==> src/hw/mailbox_pkg.sv <==
// Purpose: Shared constants and carriers for the mailbox and bus matching block
// Assumes: Every port is sampled on sys_clk after a two-flop synchroniser
// Notes: A high width select picks byte size on ports B and C
package mailbox_pkg;
	localparam int            LONG_W      = 36;         // FIFO word
	localparam int            HALF_W      = 18;         // Word size part
	localparam int            BYTE_W      = 9;          // Byte size part
	localparam int            FIFO_DEPTH  = 8;          // Buffer words
	localparam logic [17:0]   MAIL_RESET  = 18'h00000;  // Mail content at reset
	localparam logic [35:0]   LONG_RESET  = 36'h000000000;
	localparam logic [1:0]    IDX_RESET   = 2'h0;       // First part position
	localparam logic [1:0]    LAST_WORD   = 2'h1;       // Two words per long word
	localparam logic [1:0]    LAST_BYTE   = 2'h3;       // Four bytes per long word
	localparam logic [8:0]    PAD_ZERO    = 9'h000;     // Fill for unused lanes

	// Configuration sequencing around master reset
	typedef enum logic [1:0] {
		CFG_RESET = 2'b00,
		CFG_RUN   = 2'b01
	} cfg_state_type;

	// All pin inputs, sampled together
	typedef struct packed {
		logic        a_clock;
		logic        a_cs_n;
		logic        a_wnr;
		logic        a_enable;
		logic        a_mail;
		logic [35:0] a_data;
		logic        b_clock;
		logic        b_cs_n;
		logic        b_read;
		logic        b_mail;
		logic        c_clock;
		logic        c_write;
		logic        c_mail;
		logic [17:0] c_data;
		logic        b_byte;
		logic        c_byte;
		logic        big;
		logic        mrs_one_n;
		logic        mrs_two_n;
	} pins_type;
endpackage

==> src/hw/mailbox_and_bus_matching.sv <==
// Purpose: Mail registers and bus width matching for a three port FIFO
// Assumes: Port clocks are slow next to sys_clk and are sampled as levels
// Notes: Port strobes and data are taken on the sampled port clock rise
`timescale 1ns/1ps
module mailbox_and_bus_matching (
	// System
	input  wire logic        sys_clk,
	input  wire logic        rstn,
	// Configuration and master reset pins
	input  wire logic        master_reset_one_n,
	input  wire logic        master_reset_two_n,
	input  wire logic        big_endian_select,
	input  wire logic        port_b_width_select,
	input  wire logic        port_c_width_select,
	// Port A, two way 36 bit
	input  wire logic        port_a_clock,
	input  wire logic        port_a_chip_select_n,
	input  wire logic        port_a_write_not_read,
	input  wire logic        port_a_enable,
	input  wire logic        port_a_mail_select,
	input  wire logic [35:0] port_a_data_in,
	output logic [35:0]      port_a_data_out,
	output logic             port_a_data_oe_n,
	// Port B, 18 bit transmit
	input  wire logic        port_b_clock,
	input  wire logic        port_b_chip_select_n,
	input  wire logic        port_b_read_enable,
	input  wire logic        port_b_mail_select,
	output logic [17:0]      port_b_data,
	// Port C, 18 bit receive
	input  wire logic        port_c_clock,
	input  wire logic        port_c_write_enable,
	input  wire logic        port_c_mail_select,
	input  wire logic [17:0] port_c_data,
	// Flags
	output logic             mail_one_full_n,
	output logic             mail_two_full_n,
	output logic             fifo1_full_input_ready,
	output logic             fifo2_full_input_ready
);
	import mailbox_pkg::*;

	// Block state carried as one bundle
	typedef struct packed {
		cfg_state_type cfg;
		logic          big;
		logic          b_byte;
		logic          c_byte;
		logic [17:0]   mail_one;
		logic [17:0]   mail_two;
		logic          one_full_n;
		logic          two_full_n;
		logic [35:0]   b_hold;
		logic [1:0]    b_idx;
		logic [35:0]   c_build;
		logic [1:0]    c_idx;
		logic [35:0]   a_out;
		logic [17:0]   b_out;
	} state_type;

	localparam state_type ST_RESET = '{
		cfg: CFG_RESET, big: 1'b0, b_byte: 1'b0, c_byte: 1'b0,
		mail_one: MAIL_RESET, mail_two: MAIL_RESET,
		one_full_n: 1'b1, two_full_n: 1'b1,
		b_hold: LONG_RESET, b_idx: IDX_RESET,
		c_build: LONG_RESET, c_idx: IDX_RESET,
		a_out: LONG_RESET, b_out: MAIL_RESET};

	pins_type  raw;            // Pins gathered
	pins_type  sync1_reg;      // First synchroniser stage only
	pins_type  s;              // Second stage, safe to use
	logic [2:0] clk_prev_reg;  // Port clock history for edges
	state_type st_reg, st_next;
	logic      a_edge, b_edge, c_edge;
	logic      mrs_low;
	// FIFO handshakes
	logic        f1_in_valid, f1_in_ready, f1_out_valid, f1_out_ready;
	logic        f2_in_valid, f2_in_ready, f2_out_valid, f2_out_ready;
	logic [35:0] f1_out_data, f2_in_data, f2_out_data;
	logic        fifo_flush;

	assign raw = '{
		a_clock: port_a_clock, a_cs_n: port_a_chip_select_n,
		a_wnr: port_a_write_not_read, a_enable: port_a_enable,
		a_mail: port_a_mail_select, a_data: port_a_data_in,
		b_clock: port_b_clock, b_cs_n: port_b_chip_select_n,
		b_read: port_b_read_enable, b_mail: port_b_mail_select,
		c_clock: port_c_clock, c_write: port_c_write_enable,
		c_mail: port_c_mail_select, c_data: port_c_data,
		b_byte: port_b_width_select, c_byte: port_c_width_select,
		big: big_endian_select, mrs_one_n: master_reset_one_n,
		mrs_two_n: master_reset_two_n};

	// Lane of a part within the long word; first part is high in big endian
	function automatic logic [1:0] lane_of(input logic [1:0] idx,
		input logic big, input logic is_byte);
		if (is_byte) begin
			lane_of = big ? LAST_BYTE - idx : idx;
		end else begin
			lane_of = big ? LAST_WORD - idx : idx;
		end
	endfunction

	// Pick one part of a long word, placed in the low lines
	function automatic logic [17:0] part_get(input logic [35:0] w,
		input logic [1:0] idx, input logic big, input logic is_byte);
		logic [1:0] ln;
		ln = lane_of(idx, big, is_byte);
		if (is_byte) begin
			part_get = {PAD_ZERO, w[ln*BYTE_W +: BYTE_W]};
		end else begin
			part_get = w[ln[0]*HALF_W +: HALF_W];
		end
	endfunction

	// Drop one part into its lane of a long word
	function automatic logic [35:0] part_put(input logic [35:0] w,
		input logic [1:0] idx, input logic big, input logic is_byte,
		input logic [17:0] d);
		logic [1:0]  ln;
		logic [35:0] r;
		ln = lane_of(idx, big, is_byte);
		r  = w;
		if (is_byte) begin
			r[ln*BYTE_W +: BYTE_W] = d[8:0];
		end else begin
			r[ln[0]*HALF_W +: HALF_W] = d;
		end
		part_put = r;
	endfunction

	// Next part position, wrapping after the last part
	function automatic logic [1:0] idx_step(input logic [1:0] idx,
		input logic is_byte);
		logic [1:0] last;
		last     = is_byte ? LAST_BYTE : LAST_WORD;
		idx_step = (idx == last) ? IDX_RESET : idx + 1'b1;
	endfunction

	assign a_edge  = s.a_clock & ~clk_prev_reg[0];
	assign b_edge  = s.b_clock & ~clk_prev_reg[1];
	assign c_edge  = s.c_clock & ~clk_prev_reg[2];
	assign mrs_low = ~(s.mrs_one_n & s.mrs_two_n);

	// Next state for configuration, mail and width matching
	always_comb begin
		st_next      = st_reg;
		f1_in_valid  = 1'b0;
		f1_out_ready = 1'b0;
		f2_in_valid  = 1'b0;
		f2_out_ready = 1'b0;
		fifo_flush   = 1'b0;
		f2_in_data   = part_put(st_reg.c_build, st_reg.c_idx, st_reg.big,
			st_reg.c_byte, s.c_data);
		case (st_reg.cfg)
			CFG_RESET: begin
				// Levels track until the release; last sample wins
				st_next.big    = s.big;
				st_next.b_byte = s.b_byte;
				st_next.c_byte = s.c_byte;
				if (!mrs_low) begin
					st_next.cfg = CFG_RUN;
				end
			end
			CFG_RUN: begin
				// Port B read: mail or next FIFO1 part
				if (b_edge && !s.b_cs_n && s.b_read) begin
					if (s.b_mail) begin
						st_next.one_full_n = 1'b1;
						st_next.b_out      = st_reg.mail_one;
					end else if (st_reg.b_idx != IDX_RESET) begin
						// Rest of the long word from the hold register
						st_next.b_out = part_get(st_reg.b_hold, st_reg.b_idx,
							st_reg.big, st_reg.b_byte);
						st_next.b_idx = idx_step(st_reg.b_idx, st_reg.b_byte);
					end else if (f1_out_valid) begin
						// Whole long word leaves FIFO1 at once
						f1_out_ready  = 1'b1;
						st_next.b_hold = f1_out_data;
						st_next.b_out = part_get(f1_out_data, IDX_RESET,
							st_reg.big, st_reg.b_byte);
						st_next.b_idx = idx_step(IDX_RESET, st_reg.b_byte);
					end
				end
				// Port A access; mail write wins over a same cycle B read
				if (a_edge && !s.a_cs_n && s.a_enable) begin
					if (s.a_wnr && s.a_mail) begin
						if (st_reg.one_full_n) begin
							st_next.mail_one = st_reg.b_byte ?
								{PAD_ZERO, s.a_data[8:0]} : s.a_data[17:0];
							st_next.one_full_n = 1'b0;
						end
					end else if (s.a_wnr) begin
						f1_in_valid = 1'b1; // Dropped by FIFO1 when full
					end else if (s.a_mail) begin
						st_next.two_full_n = 1'b1;
						st_next.a_out = {st_reg.mail_two, MAIL_RESET};
					end else if (f2_out_valid) begin
						f2_out_ready  = 1'b1;
						st_next.a_out = f2_out_data;
					end
				end
				// Port C write; mail write wins over a same cycle A read
				if (c_edge && s.c_write) begin
					if (s.c_mail) begin
						if (st_reg.two_full_n) begin
							st_next.mail_two = st_reg.c_byte ?
								{PAD_ZERO, s.c_data[8:0]} : s.c_data;
							st_next.two_full_n = 1'b0;
						end
					end else if (f2_in_ready) begin
						st_next.c_build = f2_in_data;
						st_next.c_idx = idx_step(st_reg.c_idx, st_reg.c_byte);
						if (st_next.c_idx == IDX_RESET) begin
							f2_in_valid = 1'b1;
						end
					end
				end
			end
			default: begin
				st_next.cfg = CFG_RESET;
			end
		endcase
		// Master reset empties mail and restarts every part sequence
		if (mrs_low) begin
			fifo_flush         = 1'b1;
			st_next.cfg        = CFG_RESET;
			st_next.one_full_n = 1'b1;
			st_next.two_full_n = 1'b1;
			st_next.b_idx      = IDX_RESET;
			st_next.c_idx      = IDX_RESET;
			st_next.b_hold     = LONG_RESET;
			st_next.c_build    = LONG_RESET;
		end
	end

	// Synchroniser, edge history and block state
	always_ff @(posedge sys_clk or negedge rstn) begin
		if (!rstn) begin
			sync1_reg    <= '0;
			s            <= '0;
			clk_prev_reg <= 3'h0;
			st_reg       <= ST_RESET;
		end else begin
			sync1_reg    <= raw;
			s            <= sync1_reg;
			clk_prev_reg <= {s.c_clock, s.b_clock, s.a_clock};
			st_reg       <= st_next;
		end
	end

	// FIFO1 carries port A to port B
	word_fifo #(.WIDTH(LONG_W), .DEPTH(FIFO_DEPTH)) fifo1_inst (
		.sys_clk   (sys_clk),
		.rstn      (rstn),
		.flush     (fifo_flush),
		.in_valid  (f1_in_valid),
		.in_ready  (f1_in_ready),
		.in_data   (s.a_data),
		.out_valid (f1_out_valid),
		.out_ready (f1_out_ready),
		.out_data  (f1_out_data)
	);

	// FIFO2 carries port C to port A
	word_fifo #(.WIDTH(LONG_W), .DEPTH(FIFO_DEPTH)) fifo2_inst (
		.sys_clk   (sys_clk),
		.rstn      (rstn),
		.flush     (fifo_flush),
		.in_valid  (f2_in_valid),
		.in_ready  (f2_in_ready),
		.in_data   (f2_in_data),
		.out_valid (f2_out_valid),
		.out_ready (f2_out_ready),
		.out_data  (f2_out_data)
	);

	// Outputs; port A drives during a selected read and while the synchroniser holds its rstn zeros
	assign port_a_data_out        = st_reg.a_out;
	assign port_a_data_oe_n       = ~(~s.a_cs_n & ~s.a_wnr);
	assign port_b_data            = st_reg.b_out;
	assign mail_one_full_n        = st_reg.one_full_n;
	assign mail_two_full_n        = st_reg.two_full_n;
	assign fifo1_full_input_ready = (st_reg.cfg == CFG_RUN) & f1_in_ready;
	assign fifo2_full_input_ready = (st_reg.cfg == CFG_RUN) & f2_in_ready;
endmodule // mailbox_and_bus_matching

==> src/hw/word_fifo.sv <==
// Purpose: Flip-flop FIFO with valid and ready on both sides
// Assumes: DEPTH is a power of two
// Notes: Flush empties it in one cycle
`timescale 1ns/1ps
module word_fifo #(
	parameter int WIDTH = 36,
	parameter int DEPTH = 8
) (
	// Clock and reset
	input  wire logic             sys_clk,
	input  wire logic             rstn,
	input  wire logic             flush,
	// Fill side
	input  wire logic             in_valid,
	output logic                  in_ready,
	input  wire logic [WIDTH-1:0] in_data,
	// Drain side
	output logic                  out_valid,
	input  wire logic             out_ready,
	output logic [WIDTH-1:0]      out_data
);
	localparam int PW = $clog2(DEPTH);
	logic [WIDTH-1:0] mem_reg [DEPTH];   // Storage array
	logic [PW-1:0]    wr_reg, wr_next;   // Write index
	logic [PW-1:0]    rd_reg, rd_next;   // Read index
	logic [PW:0]      cnt_reg, cnt_next; // Words held
	logic             push;
	logic             pop;

	assign in_ready  = (cnt_reg != DEPTH[PW:0]);
	assign out_valid = (cnt_reg != '0);
	assign out_data  = mem_reg[rd_reg];
	assign push      = in_valid & in_ready;
	assign pop       = out_valid & out_ready;

	// Pointer and count update
	always_comb begin
		wr_next  = push ? wr_reg + 1'b1 : wr_reg;
		rd_next  = pop ? rd_reg + 1'b1 : rd_reg;
		cnt_next = cnt_reg;
		if (push & ~pop) begin
			cnt_next = cnt_reg + 1'b1;
		end else if (pop & ~push) begin
			cnt_next = cnt_reg - 1'b1;
		end
		if (flush) begin
			wr_next  = '0;
			rd_next  = '0;
			cnt_next = '0;
		end
	end

	// Control registers
	always_ff @(posedge sys_clk or negedge rstn) begin
		if (!rstn) begin
			wr_reg  <= '0;
			rd_reg  <= '0;
			cnt_reg <= '0;
		end else begin
			wr_reg  <= wr_next;
			rd_reg  <= rd_next;
			cnt_reg <= cnt_next;
		end
	end

	// Data storage needs no reset; empty words are never shown valid
	always_ff @(posedge sys_clk) begin
		if (push) begin
			mem_reg[wr_reg] <= in_data;
		end
	end
endmodule // word_fifo

==> config.mk <==
export PLATFORM = sky130hd
export DESIGN_NAME = mailbox_and_bus_matching
export DESIGN_NICKNAME = d
export VERILOG_FILES = /design/src/hw/mailbox_pkg.sv /design/src/hw/mailbox_and_bus_matching.sv /design/src/hw/word_fifo.sv
export SDC_FILE = /design/constraint.sdc
export NUM_CORES = 1
export LEC_CHECK = 0
export ABC_CLOCK_PERIOD_IN_PS = 4500
export BUFFER_PORTS_ARGS = -buffer_cell sky130_fd_sc_hd__buf_2
export CAP_MARGIN = 40
export CORE_UTILIZATION = 56
export DETAILED_ROUTE_END_ITERATION = 8
export PLACE_DENSITY_LB_ADDON = 0.08
export SLEW_MARGIN = 20
export SYNTH_ARGS = -nofsm -noshare
export SYNTH_HDL_FRONTEND = slang
export SYNTH_SLANG_ARGS = --single-unit
==> constraint.sdc <==
create_clock -name sys_clk -period 4.5 [get_ports sys_clk]
set_clock_uncertainty 0.15 [all_clocks]
set_input_delay 0.675 -clock sys_clk [delete_from_list [all_inputs] [get_ports sys_clk]]
set_output_delay 0.675 -clock sys_clk [all_outputs]
set_load 0.02 [all_outputs]
# Yosys cells after proc, flatten, opt, wreduce, memory -nomap -nowiden
# Memory sizes are Yosys's and may differ from the RTL's.
# Cells that the tools add are included.
[word_totals]
mem_bits_ro = 0
ramBits = 576
register_bits = 338
mem_count = 2
output_inout_bits = 59
latchBits = 0
[op_classes]
eq_ne = 21
n_mux = 100
order_cmp = 0
div_mod_pow = 0
n_reduce_logical = 23
n_addsub = 16
bitwise = 26
n_shift = 8
n_mul = 6
[mem_list]
columns = ["memory", "depth", "word_bits", "rd", "rd_clocked_by_memory_dff", "write_ports", "line", "source"]
rows = [
  ["fifo1_inst.mem_reg", 8, 36, 1, 0, 1, "word_fifo.sv:23", "logic [WIDTH-1:0] mem_reg [DEPTH];"],
  ["fifo2_inst.mem_reg", 8, 36, 1, 0, 1, "word_fifo.sv:23", ""],
]
[op_table]
columns = ["operator", "n"]
rows = [
  ["2-to-1 mux 36 bit", 7],
  ["2-to-1 mux 38 bit", 6],
  ["2-to-1 mux 18 bit", 8],
  ["2-to-1 mux 132 bit", 1],
  ["2-to-1 mux 78 bit", 1],
  ["bitwise mux 36 bit", 2],
  ["indexed part select 36 x 7 -> 18 bit", 2],
  ["indexed part select 36 x 7 -> 9 bit", 2],
  ["negator 6 -> 34 bit", 2],
  ["2-to-1 mux 2 bit", 24],
  ["2-to-1 mux 1 bit", 36],
  ["variable shift 18 x 34 -> 36 bit (first input constant)", 1],
  ["variable shift 9 x 34 -> 36 bit (first input constant)", 1],
  ["indexed part select 18 x 34 -> 36 bit", 1],
  ["indexed part select 9 x 34 -> 36 bit", 1],
  ["2-to-1 mux 3 bit", 8],
  ["2-to-1 mux 4 bit", 6],
  ["multiplier 2 x 4 -> 6 bit (second input constant)", 3],
  ["inequality test 2 x 1 -> 1 bit (second input constant)", 8],
  ["AND reduction 4 bit", 4],
  ["bitwise AND 1 bit", 15],
  ["multiplier 1 x 4 -> 5 bit (second input constant)", 3],
  ["adder 3 x 1 -> 3 bit (second input constant)", 4],
  ["inverter 1 bit", 11],
  ["19 further kinds", 43],
]

# Depth between registers and ports, before layout
# Gate-level depths: netlist (run 1).
[logic_depth]
word_depth = 16
mapped_depth = 14
mapped_depth_nobuf = 10

# Hierarchy
# Synthesis (run 1) repeated with hierarchy kept, for this count alone.
[unflattened]
hier_cells = 2183
area_unflattened_um2 = 36373.6
[modules_own_cells]
columns = ["module", "n_inst", "seq_area_each_um2", "area_each_um2", "cells_per_inst"]
rows = [
  ["word_fifo", 2, 8898.5, 11651.2, 489],
  ["mailbox_and_bus_matching", 1, 7935.1, 13071.3, 1205],
]

# Worst setup path before layout (run 1)
# OpenSTA, ideal clock, no wires.
[synth_timing]
path_type = "reg-to-reg"
from = "register s[23] (netlist bit)"
to = "memory fifo2_inst.mem_reg[0][0] (enable)"
stages_incl_launch_ff = 5
setup_time_ps = 474
path_slack_ps = 120
period_less_slack_ps = 4380
arrival_time_ps = 3756
path_buffers = 0
path_cell_list = "dfrtp_1 > and4bb_2 > nand4_1 > or3_1 > nor3_1"
[synth_between]
elab_chain_cells = 6
[synth_rtl]
columns = ["element", "line", "source"]
rows = [
  ["from (decl)", "mailbox_and_bus_matching.sv:71", "pins_type s;"],
  ["from (signal assigned)", "mailbox_and_bus_matching.sv:246", "s <= sync1_reg;"],
  ["2-to-1 mux 1 bit", "mailbox_and_bus_matching.sv:205", "if (s.c_mail) begin"],
  ["2-to-1 mux 1 bit", "mailbox_and_bus_matching.sv:204", "if (c_edge && s.c_write) begin"],
  ["2-to-1 mux 1 bit", "mailbox_and_bus_matching.sv:155", "case (st_reg.cfg)"],
  ["bitwise AND 1 bit", "word_fifo.sv:33", "assign push = in_valid & in_ready;"],
  ["2-to-1 mux 1 bit", "word_fifo.sv:68", "if (push) begin"],
  ["2-to-1 mux 1 bit (implied by the code)", "word_fifo.sv:69", "mem_reg[wr_reg] <= in_data;"],
  ["to (decl)", "word_fifo.sv:23", ""],
]
# Every way passes these cells.

# Final worst setup path (run 1)
[layout_timing]
from = "register fifo2_inst.cnt_reg[0]"
to = "register fifo2_inst.cnt_reg[3]"
[layout_between]
elab_chain_cells = 12
word_cells_on_any_way = 24
[layout_rtl]
columns = ["element", "line", "source"]
rows = [
  ["from (decl)", "word_fifo.sv:26", "logic [PW:0] cnt_reg, cnt_next;"],
  ["from (signal assigned)", "word_fifo.sv:62", "cnt_reg <= cnt_next;"],
  ["nonzero test 4 bit", "word_fifo.sv:31", "assign out_valid = (cnt_reg != '0);"],
  ["2-to-1 mux 1 bit", "mailbox_and_bus_matching.sv:198", "end else if (f2_out_valid) begin"],
  ["2-to-1 mux 1 bit", "mailbox_and_bus_matching.sv:195", "end else if (s.a_mail) begin"],
  ["2-to-1 mux 1 bit", "mailbox_and_bus_matching.sv:193", "end else if (s.a_wnr) begin"],
  ["2-to-1 mux 1 bit", "mailbox_and_bus_matching.sv:187", "if (s.a_wnr && s.a_mail) begin"],
  ["2-to-1 mux 1 bit", "mailbox_and_bus_matching.sv:186", "if (a_edge && !s.a_cs_n && s.a_enable) begin"],
  ["2-to-1 mux 1 bit", "mailbox_and_bus_matching.sv:155", ""],
  ["bitwise AND 1 bit", "word_fifo.sv:34", "assign pop = out_valid & out_ready;"],
  ["inverter 1 bit", "word_fifo.sv:41", "if (push & ~pop) begin"],
  ["bitwise AND 1 bit", "word_fifo.sv:41", ""],
  ["2-to-1 mux 4 bit", "word_fifo.sv:41", ""],
  ["2-to-1 mux 4 bit", "word_fifo.sv:46", "if (flush) begin"],
]
# Several ways; a longest one is shown, not always the timed one. The select of a mux whose other input is x is not followed.
# A chain may end at the register's enable or synchronous reset.

==> results of run 1 <==
-- per-stage QoR --
step	utilization, %	cells	area (um2)
5_1_grt	65.5	3256	41600
2_1_floorplan	-	2136	36200
6_report	65.5	3256	41600
3_5_place_dp	59.5	3009	37800
4_1_cts	65.5	3253	41600
3_3_place_gp	59.3	3001	37700
-- worst register-to-register path: stages (launching register included) --
cell and delay (ns):
dfrtp_1 0.43, or4_1 0.78, nand4_2 0.40, o211ai_2 0.24, ha_1 0.35, a21o_1 0.18
a21o_1 0.21, a2111oi_4 0.30, o21ai_0 0.13, nor3b_1 0.15
-- cell type report --
cell class | count | area (um2)
Clock buffer | 129 | 2620
Clock inverter | 44 | 439
Fill cell | 4443 | 21900
Inverter | 21 | 78.8
Multi-Input combinational cell | 1033 | 9580
Sequential cell | 913 | 25700
Tap cell | 846 | 1060
Timing Repair Buffer | 270 | 2120
-- logic make-up after synthesis --
| family | count (synthesis) | share of synthesized area (%) |
|---|---|---|
| DFF | 913 | 71.0 |
| muxes | 343 | 14.9 |
| adders and majority gates | 16 | 0.594 |
| AOI/OAI and AO/OA | 271 | 5.03 |
| xor gates and xnor gates | 17 | 0.432 |
| and+or+nand+nor | 386 | 5.10 |
| buffers and inverters | 190 | 2.93 |
-- routing by layer --
| metal | part of all wire [%] | wire [um] | vias up |
|---|---|---|---|
| li1 | - | - | 8591 |
| met1 | 40 | 32600 | 10300 |
| met2 | 52 | 41800 | 621 |
| met3 | 4.8 | 3880 | 166 |
| met4 | 3.4 | 2780 | 0 |
| met5 | 0 | 0 | - |
-- worst paths after layout --
kind | depth (start not counted) | start | to | slack [ns]
worst min-delay path | 0 | sync1_reg[29] | s[29] | 0.19
max in group asynchronous | 4 | rstn | sync1_reg[41] | 2.67
min in group asynchronous | 2 | rstn | port_a_data_out[26] | 0.41
worst min register to register | 0 | sync1_reg[29] | s[29] | 0.19
worst max-delay path | 9 | fifo2_inst.cnt_reg[0] | fifo2_inst.cnt_reg[3] | 1.02
worst max register to register | 9 | fifo2_inst.cnt_reg[0] | fifo2_inst.cnt_reg[3] | 1.02
-- cells in the final DEF, fill, tap and decap left out, types with 23 or more instances in the layout --
cell type,instances
a21oi_1,54
a32oi_1,28
buf_2,131
buf_4,47
clkbuf_1,23
clkbuf_16,95
dfrtp_1,327
dlygate4sd3_1,72
edfxtp_1,576
mux2_2,34
mux2i_1,156
mux4_2,146
nand2_1,166
nor2_1,81
o21ai_0,74
o22ai_1,26
-- where the power goes --
| group | total (mW) | switching [mW] | internal (mW) | leakage [nW] |
|---|---|---|---|---|
| Clock | 7.60 | 3.17 | 4.43 | 1.50 |
| Sequential | 9.18 | 0.124 | 9.06 | 9.49 |
| Combinational | 0.534 | 0.338 | 0.196 | 4.12 |
| Total | 17.3 | 3.63 | 13.7 | 15.1 |
-- timing repair --
action | 4_1_cts | 5_1_grt
setup buffers | 0 | 0
hold endpoints to repair | 71 | 54
hold buffers | 71 | 1
==> impl_metrics.toml, run 1 <==
[route]
first_pass_iters = 5
avgRoutedWirePerCell_um = 24.9
vias_per_cell = 6.04
first_iter_violations = 1521
route.vias.total = 19700
post-route-drc-count = 0
wirelength_um = 81000
ant_nets = 0

[place]
post-place-ws_ns = 1.05
gp_congestion = 0.863
portBuffers = 131
dp_hpwl_um = 50000

[floorplan]
die_area_um2 = 65700
die_w_um = 256
core_um2 = 63500
die_height_um = 256
ioPinCount = 132
start_util_pct = 57.0
placementRows = 92

[worst_setup_path]
cp_slowest_stage_delay_ns = 0.78
crit_chain = "or4_1 -> nand4_2 -> o211ai_2 -> ha_1 -> a21o_1 -> a21o_1 -> a2111oi_4 -> o21ai_0 -> nor3b_1"
critPathBufInv = 0
critPathRequiredTime_ns = 4.84
endpoint_kind = "flip-flop"
crit_fanout = 14
critPathKind = "reg2reg"
cpMostUsedCell = "a21o_1"
critPathLaunchType = "flip-flop"
crit_family = "simple AND/OR/NAND/NOR gates"
cp.arrival_ns = 3.82
crit_slowest_cell = "or4_1"

[timing]
slew_viol_final = 0
tns_ns = 0
fmaxAchievable_ghz = 0.288
fin_worst_hold_slack_ns = 0.194
hold_viol = 0
slew_headroom_pct = 43.6
setup_slack_ns = 1.02
tightestPinTransition_ns = 0.845
fin_crit_ns = 3.48
min_period_over_period_pct = 77.3
setup_viol = 0
rsz0062_at_grt = "false"

[yosys]
yosys.cell_count.top_type = "edfxtp_1"
postSynthAreaPerCell_um2 = 17.0
synth_top_area_share_pct = 47.7
synth_top_area_cell = "edfxtp_1"
syn_area_um2 = 36200
synth-async-reset-ratio_pct = 36.9
yosys-top-cells-area = "edfxtp_1 48%, dfrtp_1 23%, mux4_2 9.1%, mux2i_1 4.3%, nand2_1 1.7%"
synth.distinct_cells = 77
synth_edf_count = 576
syn_nets = 2225
netlist_instances = 2136
ys_seq_area_share_pct = 71.0
synth-seq-cells = 913
synth_flop_cell = "edfxtp_1"
ys_top_cells_by_count = "576 x edfxtp_1, 335 x dfrtp_1, 167 x nand2_1"
yosysWarnings = 0

[grt]
top_usage_layer = "met2"
overflow = 0
grt_max_degree = 120
grt_usage_pct = 25.3
grtUsageMet2_pct = 43.1
grt_pass1_vias = 20300
grt_use_met3_pct = 3.46
grt_pass1_wl_um = 125000
antenna_found_initial = 1
use_met1_pct = 33.3

[cts]
clk_latency_ns = 0.65
cts_tree = "yes"
numCtsBuffers = 92
htree_num_levels = 3
cts-resized-gates = 0
path_clk_slew_ns = 0.06
cts_num_sinks = 913
clockBufferDepth = 3
root_buffer = "clkbuf_16"

[pwr]
power_mw = 17.3
vdd.ir_drop.worst_uv = 312
power.density_nw_per_um2 = 416
leakage_nw = 15.1

[job]
drv.max_cap_violation_count = 0

[cells_and_area]
syn2layout_area_growth_pct = 14.9
layout-drive-gt1-share_pct = 23.7
final_net_count = 2420
n_antenna_cell = 0

[status]
status = "finished clean"

[worst_hold_path]
hold_path_class = "reg2reg"
No activity file was read; power rests on OpenSTA's default activity.
==> run 2, diff against run 1 <==
--- a/config.mk
+++ b/config.mk
@@ -5,10 +5,10 @@
 export SDC_FILE = /design/constraint.sdc
 export NUM_CORES = 1
 export LEC_CHECK = 0
-export ABC_CLOCK_PERIOD_IN_PS = 4500
+export ABC_CLOCK_PERIOD_IN_PS = 3200
 export BUFFER_PORTS_ARGS = -buffer_cell sky130_fd_sc_hd__buf_2
 export CAP_MARGIN = 40
-export CORE_UTILIZATION = 56
+export CORE_UTILIZATION = 62
 export DETAILED_ROUTE_END_ITERATION = 8
 export PLACE_DENSITY_LB_ADDON = 0.08
 export SLEW_MARGIN = 20
==> constraint.sdc (replaced) <==
create_clock -name sys_clk -period 3.2 [get_ports sys_clk]
set_clock_uncertainty 0.15 [all_clocks]
set_input_delay 0.48 -clock sys_clk [delete_from_list [all_inputs] [get_ports sys_clk]]
set_output_delay 0.48 -clock sys_clk [all_outputs]
set_load 0.02 [all_outputs]
==> impl_metrics.toml, run 2 (synthesis results as in run 1) <==
[pwr]
power.density_nw_per_um2 = 585
vdd.ir_drop.worst_uv = 517
leakage_nw = 15.3

[grt]
grt_max_degree = 73
grt_pass1_wl_um = 126000
antenna_found_initial = 0
overflow = 0
grt_usage_pct = 28.5
grt_pass1_vias = 20900

[timing]
slew_headroom_pct = 45.6
tightestPinTransition_ns = 0.817
setup_viol = 0
setup_slack_ns = 0.210
fmaxAchievable_ghz = 0.334
hold_viol = 0
fin_worst_hold_slack_ns = 0.196
slew_viol_final = 0
fin_crit_ns = 2.99
min_period_over_period_pct = 93.4
rsz0062_at_grt = "false"

[worst_setup_path]
critPathLaunchType = "flip-flop"
critPathRequiredTime_ns = 3.55
critPathKind = "reg2reg"
crit_slowest_cell = "or4b_4"
endpoint_kind = "flip-flop"
cp.arrival_ns = 3.34
cp_slowest_stage_delay_ns = 0.58
crit_fanout = 9
critPathBufInv = 0
crit_family = "compound AO/OA/AOI/OAI gates"
cpMostUsedCell = "a21o_1"
crit_chain = "or4b_4 -> and4_4 -> o211ai_2 -> ha_1 -> a21o_1 -> a21o_1 -> a2111oi_4 -> o21ai_0 -> nor3b_1"

[place]
portBuffers = 131
gp_congestion = 0.929
post-place-ws_ns = 0.246
dp_hpwl_um = 48300
postPlaceCellArea_um2 = 38100

[cts]
clk_latency_ns = 0.65
cts_tree = "yes"
path_clk_slew_ns = 0.06
root_buffer = "clkbuf_16"
htree_num_levels = 3
clockBufferDepth = 3
cts_setup_buffers = 0
cts_num_sinks = 913
numCtsBuffers = 90

[route]
post-route-drc-count = 0
ant_nets = 0
avgRoutedWirePerCell_um = 25.6
first_pass_iters = 5
vias_per_cell = 6.27
wirelength_um = 81900
first_iter_violations = 1819
route.vias.total = 20100

[floorplan]
ioPinCount = 132
core_um2 = 57700
die_area_um2 = 59400
die_height_um = 244
placementRows = 88
die_w_um = 244
start_util_pct = 62.8

[status]
status = "finished clean"

[cells_and_area]
n_antenna_cell = 0
stdcell_area_um2 = 41900
final_net_count = 2449
utilization_pct = 72.6
final_cell_mix = "576 x edfxtp_1, 327 x dfrtp_1, 166 x nand2_1"
final_common_cell = "edfxtp_1"
n_fill_cell = 3598
syn2layout_area_growth_pct = 15.5
layout-drive-gt1-share_pct = 24.9

[job]
drv.max_cap_violation_count = 0

[worst_hold_path]
hold_path_class = "reg2reg"
## run 2: cell count changes in the layout (fill, tap and decap cells not counted), moves of 4 or more
cell	previous run	this run
nor3_2	4	0
clkbuf_8	11	19
clkinv_2	19	14
clkinv_1	13	9
buf_12	14	21
buf_4	47	75
## run 2: metal layers
metal	wire, um	vias to the layer above	track usage, %
met2	42100	775	48.5
met3	4660	185	3.72
met4	2600	0	9.91
met1	32500	10500	38.4
li1	-	8646	-
met5	0	-	0
## run 2: final timing paths
kind / startpoint / end / slack [ns] / depth (start not counted)
setup / recovery: fifo2_inst.cnt_reg[1] / fifo2_inst.cnt_reg[3] / 0.21 / 9
setup reg to reg: fifo2_inst.cnt_reg[1] / fifo2_inst.cnt_reg[3] / 0.21 / 9
min in group asynchronous: rstn / port_a_data_out[18] / 0.26 / 2
hold / removal: sync1_reg[63] / s[63] / 0.20 / 0
max in group asynchronous: rstn / st_reg[168] / 1.70 / 3
hold reg to reg: sync1_reg[63] / s[63] / 0.20 / 0
## run 2: layout make-up
| type | count | area (um2) | area share [%] |
|---|---|---|---|
| clock buffers | 132 | 2660 | 6.36 |
| well taps | 765 | 957 | 2.29 |
| multi-input cells | 1033 | 9600 | 22.9 |
| repair buffers | 301 | 2390 | 5.71 |
| flip-flops and latches | 913 | 25700 | 61.5 |
| inverters | 21 | 78.8 | 0.188 |
| clock inverters | 38 | 434 | 1.04 |
## run 2: timing repair
| item | CTS | global route |
|---|---|---|
| endpoints found under the hold margin | 130 | 0 |
| hold buffers | 72 | 0 |
| gates resized for setup | 0 | 0 |
## run 2: per-stage QoR
stage / TNS [ns] / std cells / total power, mW
detailed placement: 0 / 2961 / 13.9
finish: 0 / 3203 / 24.5
global route: 0 / 3203 / 25.2
global placement: 0 / 2959 / 13.8
CTS: 0 / 3203 / 24.6
floorplan: -31.55 / 2136 / 13.5
## run 2: where the power goes
group	internal, mW	switching [mW]	total [mW]
logic	0.304	0.489	0.793
registers	12.7	0.169	12.9
clock network	6.32	4.47	10.8
